File: config.mk
export PLATFORM = sky130hd
export DESIGN_NAME = sacp_ctrl
export DESIGN_NICKNAME = d
export VERILOG_FILES = /design/src/core/sacp_pkg.sv /design/src/core/sacp_sync.sv /design/src/core/sacp_ctrl.sv
export VERILOG_INCLUDE_DIRS = /design/src /design/src/core
export SDC_FILE = /design/constraint.sdc
export NUM_CORES = 1
export LEC_CHECK = 0
export ABC_AREA = 0
export BUFFER_PORTS_ARGS = -buffer_cell sky130_fd_sc_hd__buf_2
export CORE_MARGIN = 3
export CORE_UTILIZATION = 35
export CTS_BUF_LIST = sky130_fd_sc_hd__clkbuf_4 sky130_fd_sc_hd__clkbuf_8
export CTS_CLUSTER_SIZE = 24
export DETAILED_ROUTE_END_ITERATION = 7
export GPL_TIMING_DRIVEN = 0
export MAX_ROUTING_LAYER = met4
export PLACE_DENSITY = 0.5
export SETUP_SLACK_MARGIN = 0.1
export SYNTH_ARGS = -nofsm -noshare
export SYNTH_HDL_FRONTEND = slang
export SYNTH_HIERARCHICAL = 1
export SYNTH_SLANG_ARGS = --single-unit
File: constraint.sdc
create_clock -name I_CORE_CLK -period 2 [get_ports I_CORE_CLK]
set_input_delay 0.1 -clock I_CORE_CLK [delete_from_list [all_inputs] [get_ports I_CORE_CLK]]
set_output_delay 0.1 -clock I_CORE_CLK [all_outputs]
set_load 0.1 [all_outputs]
File: src/core/sacp_consts.svh
`ifndef SACP_CONSTS_SVH
`define SACP_CONSTS_SVH

`define SACP_RES_BITS       12
`define SACP_CODE_STEPS     4096
`define SACP_CONV_PERIODS   28
`define SACP_CONV_MIN       26
`define SACP_RESULT_RESET   12'h000
`define SACP_PER_W          5

`endif

File: src/core/sacp_pkg.sv
package sacp_pkg;
    typedef logic [11:0] sacp_code_t;

    // Host read strobes grouped as they travel together on the bus.
    typedef struct packed {
        logic cs_n;
        logic rd_n;
    } sacp_host_t;

    // Three-state result bus: value plus enable.
    typedef struct packed {
        sacp_code_t data;
        logic       oe;
    } sacp_bus_t;

    typedef enum logic [1:0] {
        SACP_IDLE,
        SACP_CONVERT,
        SACP_DONE
    } sacp_state_t;
endpackage

File: src/core/sacp_sync.sv
`timescale 1ns/1ps
// Two-flop synchroniser for a vector of asynchronous pins.
module sacp_sync #(
    parameter int W = 1
) (
    input  wire logic         I_CORE_CLK,
    input  wire logic         I_RESET,
    input  wire logic [W-1:0] i_async,
    input  wire logic [W-1:0] i_reset_val,
    output logic      [W-1:0] o_sync
);
    logic [W-1:0] meta_q;
    logic [W-1:0] sync_q;

    // The first stage feeds only the second stage; reset values are constants per bit.
    genvar g;
    generate
        for (g = 0; g < W; g++) begin : g_bit
            always_ff @(posedge I_CORE_CLK or posedge I_RESET) begin
                if (I_RESET) begin
                    meta_q[g] <= 1'b1;
                    sync_q[g] <= 1'b1;
                end else begin
                    meta_q[g] <= i_async[g];
                    sync_q[g] <= meta_q[g];
                end
            end
        end
    endgenerate

    assign o_sync = sync_q;
endmodule // sacp_sync

File: src/core/sacp_ctrl.sv
`timescale 1ns/1ps
`include "sacp_consts.svh"
// Conversion sequencer and host read port of the sampling converter.
// The conversion clock arrives as a pin and is sampled; each rising edge of it is one period.
module sacp_ctrl (
    input  wire logic                I_CORE_CLK,
    input  wire logic                I_RESET,
    input  wire logic                I_CONVERT_START,
    input  wire logic                I_CONVERSION_CLOCK,
    input  wire logic                I_CS_N,
    input  wire logic                I_RD_N,
    input  wire logic                I_MODE,
    input  wire logic                I_COMPARATOR,
    output logic                     O_BUSY_N,
    output logic                     O_HOLD,
    output logic                     O_POWER_SAVE,
    output logic                     O_DAC_VALID,
    output sacp_pkg::sacp_code_t     O_DAC_CODE,
    output sacp_pkg::sacp_code_t     O_RESULT_BUS,
    output logic                     O_RESULT_BUS_OE
);
    import sacp_pkg::*;

    // Pin group order: convert_start, conversion_clock, cs_n, rd_n, mode.
    logic [4:0]  pins_async;
    logic [4:0]  pins_sync;
    logic        start_s;
    logic        cclk_s;
    logic        mode_s;
    sacp_host_t  host_s;

    assign pins_async = {I_CONVERT_START, I_CONVERSION_CLOCK, I_CS_N, I_RD_N, I_MODE};

    // The five control pins are asynchronous to the core clock and pass two flops; the comparator input is used unsynchronised.
    sacp_sync #(
        .W (5)
    ) u_sync (
        .I_CORE_CLK  (I_CORE_CLK),
        .I_RESET     (I_RESET),
        .i_async     (pins_async),
        .i_reset_val (5'h1f),
        .o_sync      (pins_sync)
    );

    assign start_s     = pins_sync[4];
    assign cclk_s      = pins_sync[3];
    assign host_s.cs_n = pins_sync[2];
    assign host_s.rd_n = pins_sync[1];
    assign mode_s      = pins_sync[0];

    // Selected only while chip select is low, and reading only with read low too.
    function automatic logic host_read(input sacp_host_t h);
        return (!h.cs_n) && (!h.rd_n);
    endfunction

    // Edge detectors look only at synchronised levels.
    logic start_prev_q;
    logic cclk_prev_q;
    logic start_rise;
    logic cclk_rise;

    always_ff @(posedge I_CORE_CLK or posedge I_RESET) begin
        if (I_RESET) begin
            start_prev_q <= 1'b1;
            cclk_prev_q  <= 1'b1;
        end else begin
            start_prev_q <= start_s;
            cclk_prev_q  <= cclk_s;
        end
    end

    // The start edge ignores select and read entirely.
    assign start_rise = start_s && !start_prev_q;
    assign cclk_rise  = cclk_s && !cclk_prev_q;

    // Sequencer state.
    sacp_state_t               state_q;
    logic [`SACP_PER_W-1:0]    period_q;
    logic [3:0]                bit_q;
    sacp_code_t                sar_q;
    sacp_code_t                result_q;
    logic                      hold_q;

    // A conversion lasts a fixed 28 periods of the conversion clock; the
    // first two are spent settling the hold, then one period per bit
    // leaves margin so completion always lands inside 26 to 28 periods.
    always_ff @(posedge I_CORE_CLK or posedge I_RESET) begin
        if (I_RESET) begin
            state_q <= SACP_IDLE;
        end else if (start_rise) begin
            state_q <= SACP_CONVERT;
        end else begin
            unique case (state_q)
                SACP_IDLE: begin
                    state_q <= SACP_IDLE;
                end
                SACP_CONVERT: begin
                    if (cclk_rise && period_q == 5'(`SACP_CONV_PERIODS - 1)) begin
                        state_q <= SACP_DONE;
                    end
                end
                SACP_DONE: begin
                    state_q <= SACP_DONE;
                end
            endcase
        end
    end

    // Period counter restarts on every start edge, so a restart mid-way
    // aborts the old conversion; the host is expected to avoid this.
    always_ff @(posedge I_CORE_CLK or posedge I_RESET) begin
        if (I_RESET) begin
            period_q <= '0;
        end else if (start_rise) begin
            period_q <= '0;
        end else if (state_q == SACP_CONVERT && cclk_rise) begin
            period_q <= period_q + 5'h01;
        end
    end

    // Hold flag follows the conversion; tracking resumes when it ends.
    always_ff @(posedge I_CORE_CLK or posedge I_RESET) begin
        if (I_RESET) begin
            hold_q <= 1'b0;
        end else if (start_rise) begin
            hold_q <= 1'b1;
        end else if (state_q != SACP_CONVERT) begin
            hold_q <= 1'b0;
        end
    end

    // Successive approximation: bits 11 down to 0 on periods 2 to 13.
    // Trial bit is set when a bit slot begins and kept or dropped by the
    // comparator one period later.
    logic bit_slot;
    assign bit_slot = (state_q == SACP_CONVERT) && cclk_rise
                      && (period_q >= 5'h02) && (period_q < 5'h0e);

    always_ff @(posedge I_CORE_CLK or posedge I_RESET) begin
        if (I_RESET) begin
            bit_q <= 4'hb;
            sar_q <= `SACP_RESULT_RESET;
        end else if (start_rise) begin
            bit_q <= 4'hb;
            sar_q <= 12'h800;
        end else if (bit_slot) begin
            // Comparator high means the input lies below the trial code.
            if (I_COMPARATOR) begin
                sar_q[bit_q] <= 1'b0;
            end
            if (bit_q != 4'h0) begin
                sar_q[bit_q - 4'h1] <= 1'b1;
                bit_q <= bit_q - 4'h1;
            end
        end
    end

    // Result is latched once at completion and held until the next conversion completes.
    always_ff @(posedge I_CORE_CLK or posedge I_RESET) begin
        if (I_RESET) begin
            result_q <= `SACP_RESULT_RESET;
        end else if (state_q == SACP_CONVERT && cclk_rise
                     && period_q == 5'(`SACP_CONV_PERIODS - 1)) begin
            result_q <= sar_q;
        end
    end

    // Bus output registers: data changes only when the latch does.
    sacp_bus_t bus_q;
    logic      converting;
    assign converting = (state_q == SACP_CONVERT);

    always_ff @(posedge I_CORE_CLK or posedge I_RESET) begin
        if (I_RESET) begin
            bus_q <= '{data: `SACP_RESULT_RESET, oe: 1'b0};
        end else begin
            bus_q.data <= result_q;
            // Drivers are off during conversion and whenever select or read is high.
            bus_q.oe   <= host_read(host_s) && !converting && !start_rise;
        end
    end

    // Status goes low for the whole conversion and high at completion.
    logic busy_n_q;
    always_ff @(posedge I_CORE_CLK or posedge I_RESET) begin
        if (I_RESET) begin
            busy_n_q <= 1'b1;
        end else begin
            busy_n_q <= !(converting || start_rise);
        end
    end

    // Power save is a level; it does not stop a conversion, only flags the analog side.
    logic psave_q;
    always_ff @(posedge I_CORE_CLK or posedge I_RESET) begin
        if (I_RESET) begin
            psave_q <= 1'b0;
        end else begin
            psave_q <= !mode_s;
        end
    end

    // Outputs.
    assign O_BUSY_N        = busy_n_q;
    assign O_HOLD          = hold_q;
    assign O_POWER_SAVE    = psave_q;
    assign O_DAC_VALID     = converting;
    assign O_DAC_CODE      = sar_q;
    assign O_RESULT_BUS    = bus_q.data;
    assign O_RESULT_BUS_OE = bus_q.oe;
endmodule // sacp_ctrl

==> summary.md <==
| Metric | Value |
|---|---|
| Worst vdd ir | `0.000442 V` |
| First-pass GRT wire length | `8.96 mm` |
| Starting Density | `37.1%` |
| Syn. warnings | `6` |
| Part of the power in registers | `48.6%` |
| Initial antenna violation count | `0` |
| # setup viols final | `0` |
| Clock Skew | `7.13 ps` |
| Period utilisation layout | `91.1%` |
| CP arrival | `between 2000 and 2500 ps` |
| Flop2flop setup slack | `roughly 180 ps` |
| Post-Route WL | `5.38 mm` |
| Share of layout cells above drive strength 1 | `39.3%` |
| H-tree lvl count | `3` |
| Vias per cell | `4.94` |
| Area Overhead vs Synth | `27.7%` |
| Hold Crit Class | `primary input to register` |
| DR iter-0 viols | `54` |
| Int Power | `2.08 mW` |
| Number of global-route vias before repair | `1775` |
| Chip width | `92.3 um` |
| Pre-CTS WS | `-71.8 ps` |
| Comb pwr share | `10.3%` |
| Die H | `92.3 um` |
| Worst slew pin tran | `557 ps` |
| Grt ovf | `0` |
| Fin nets | `282` |
| Worst hold endpoint | `O_DAC_CODE[10]$_DFFE_PP0P_` |
| Clk sinks | `63` |
| Worst slew margin | `a little over three fifths` |
| Critical path endpoint category | `register` |
| Input/output buffers | `36` |
| Reg2reg start | `state_q[1]$_DFFE_PP0P_` |
| Worst Path Required | `2200 ps` |
| Lkg Pwr | `approximately 1.6 nW` |
| DP HPWL | `3.64 mm` |
| Clock slew seen by the registers of the worst setup and hold paths | `70 ps` |
| Net Sw Frac | `25.2%` |
| Max-Cap Viols | `0` |
| RSZ-0062 raised after global routing | `true` |
| Minimum clock period | `1820 ps` |
| Row count | `30` |
| Commonest non-fill, non-tap cell in the layout | `dfrtp_1` |
| Length of the first detailed-routing pass in iterations | `4` |
| Setup WS post-layout | `178 ps` |
| Hold Startpoint | `I_COMPARATOR` |
| Routed vias | `1807` |
| # IOs | `37` |
| CTS tree | `done` |
| Hold Crit Depth | `4` |
| Critical path class | `register to register` |
| Flip-flop and latch area | `1600 um^2` |
| Number of routed nets with antenna violations | `0` |
| FF-to-FF End | `O_DAC_CODE[0]$_DFFE_PP0P_` |
| Startpoint Class | `register` |
| Final Hold Fails | `0` |
| Synth Cell Area | `2610 um^2` |
| Residual DRC count | `0` |
| Power per cell area | `834 nW/um^2` |
| Slew Limit Fails | `0` |
| Gr usage total | `14.1%` |
| Clock root buffer | `clkbuf_8` |
| Status | `finished, final reports clean` |
| Cells on worst reg2reg path | `7` |
| Worst-path fanout max | `10` |
| Antenna Cells | `0` |
| Synth Instances | `205` |
| CORE AREA | `roughly 7000 um^2` |
| Die area | `about 8500 um^2` |
| Upper clock frequency limit | `approximately 550 MHz` |
| Syn_area_per_cell | `12.7 um^2` |
| Fillers | `649` |
| GP Congestion | `roughly 0.85` |
| WL per Instance | `14.7 um` |
| Multi-input logic area | `978 um^2` |
| Largest net degree at the start of global routing | `33` |
| Final setup TNS | `0 ps` |
| Clk pwr share | `41.1%` |
| Total CTS buffers | `9` |
| Clock Path Buffers | `2` |
| Clock Latency Late Sink | `340 ps` |
| Switch Pwr | `699 uW` |
| Syn_nets | `222` |
| Most frequent cells in the layout | `46 x dfrtp_1, 37 x buf_2, 16 x dfstp_2` |
metal layers:
metal | wire length (um) | GRT usage (%) | vias up
met5 | 0 | - | -
met3 | 344 | 4.79 | 13
met2 | 2480 | 19.8 | 59
met4 | 107 | 7.43 | 0
li1 | - | - | 851
met1 | 2440 | 18.0 | 884
state kept, by name (all words and copies together) (netlist names), 2 cells and up:
| register | count |
|---|---|
| u_sync/meta_q | 5 |
| result_q | 12 |
| O_RESULT_BUS | 12 |
| u_sync/o_sync | 5 |
| state_q | 2 |
| period_q | 5 |
| O_DAC_CODE | 12 |
| bit_q | 4 |
how the worst max path moves through the flow:
| stage | cells past startpoint | slack, ps | endpoint | start |
|---|---|---|---|---|
| 2_1_floorplan | 7 | 130 | O_DAC_CODE[0]$_DFFE_PP0P_ | state_q[1]$_DFFE_PP0P_ |
| 3_3_place_gp | 2 | -110 | O_RESULT_BUS[5]$_DFF_PP0_ | I_RESET |
| 3_5_place_dp | 6 | -70 | O_DAC_CODE[1]$_DFFE_PP0P_ | bit_q[0]$_DFFE_PP1P_ |
| 4_1_cts | 7 | 110 | O_DAC_CODE[1]$_DFFE_PP0P_ | period_q[0]$_DFFE_PP0P_ |
| 5_1_grt | 7 | 70 | O_DAC_CODE[1]$_DFFE_PP0P_ | state_q[1]$_DFFE_PP0P_ |
| 6_report | 7 | 180 | O_DAC_CODE[0]$_DFFE_PP0P_ | state_q[1]$_DFFE_PP0P_ |
stage by stage:
step           area, um^2  hold WS (ps)  util, %  instances  power [mW]
2_1_floorplan        2620           104        -        205        1.59
3_3_place_gp         2920           205     41.6        337        1.64
3_5_place_dp         2940           169     41.9        338        1.64
4_1_cts              3260           200     46.5        362        2.82
5_1_grt              3330           240     47.4        366        2.92
6_report             3330           223     47.4        366        2.78
what timing repair did:
action	in CTS	in global routing
resized for setup	6	13
hold buffers	6	0
cloned	0	1
setup buffers	2	3
pin swaps	1	2
hold endpoints to repair	22	0
setup endpoints to repair	7	11
power by group through the flow:
stage	Clock (mW)	Sequential, mW	Combinational [mW]
CTS	1.19	1.35	0.283
floorplan	0	1.44	0.142
detailed placement	0	1.37	0.270
global route	1.25	1.35	0.317
finish	1.14	1.35	0.287
global placement	0	1.37	0.262
critical path, cell delays in order (launching register included):
cell	delay [ps]
dfrtp_1	370
inv_1	80
ha_4	180
and4bb_2	320
nand3_4	130
buf_6	170
o311ai_0	300
o21ai_1	140
final cells by class:
class                      count  area share, %
sequential                    63           48.0
multi-input combinational    118           29.4
timing repair buffer          49           9.17
clock buffer                  13           5.00
tap                           96           3.61
buffer                         9           1.88
inverter                      15           1.69
clock inverter                 3           1.28
Note: power is estimated with default switching activity, not from simulation.
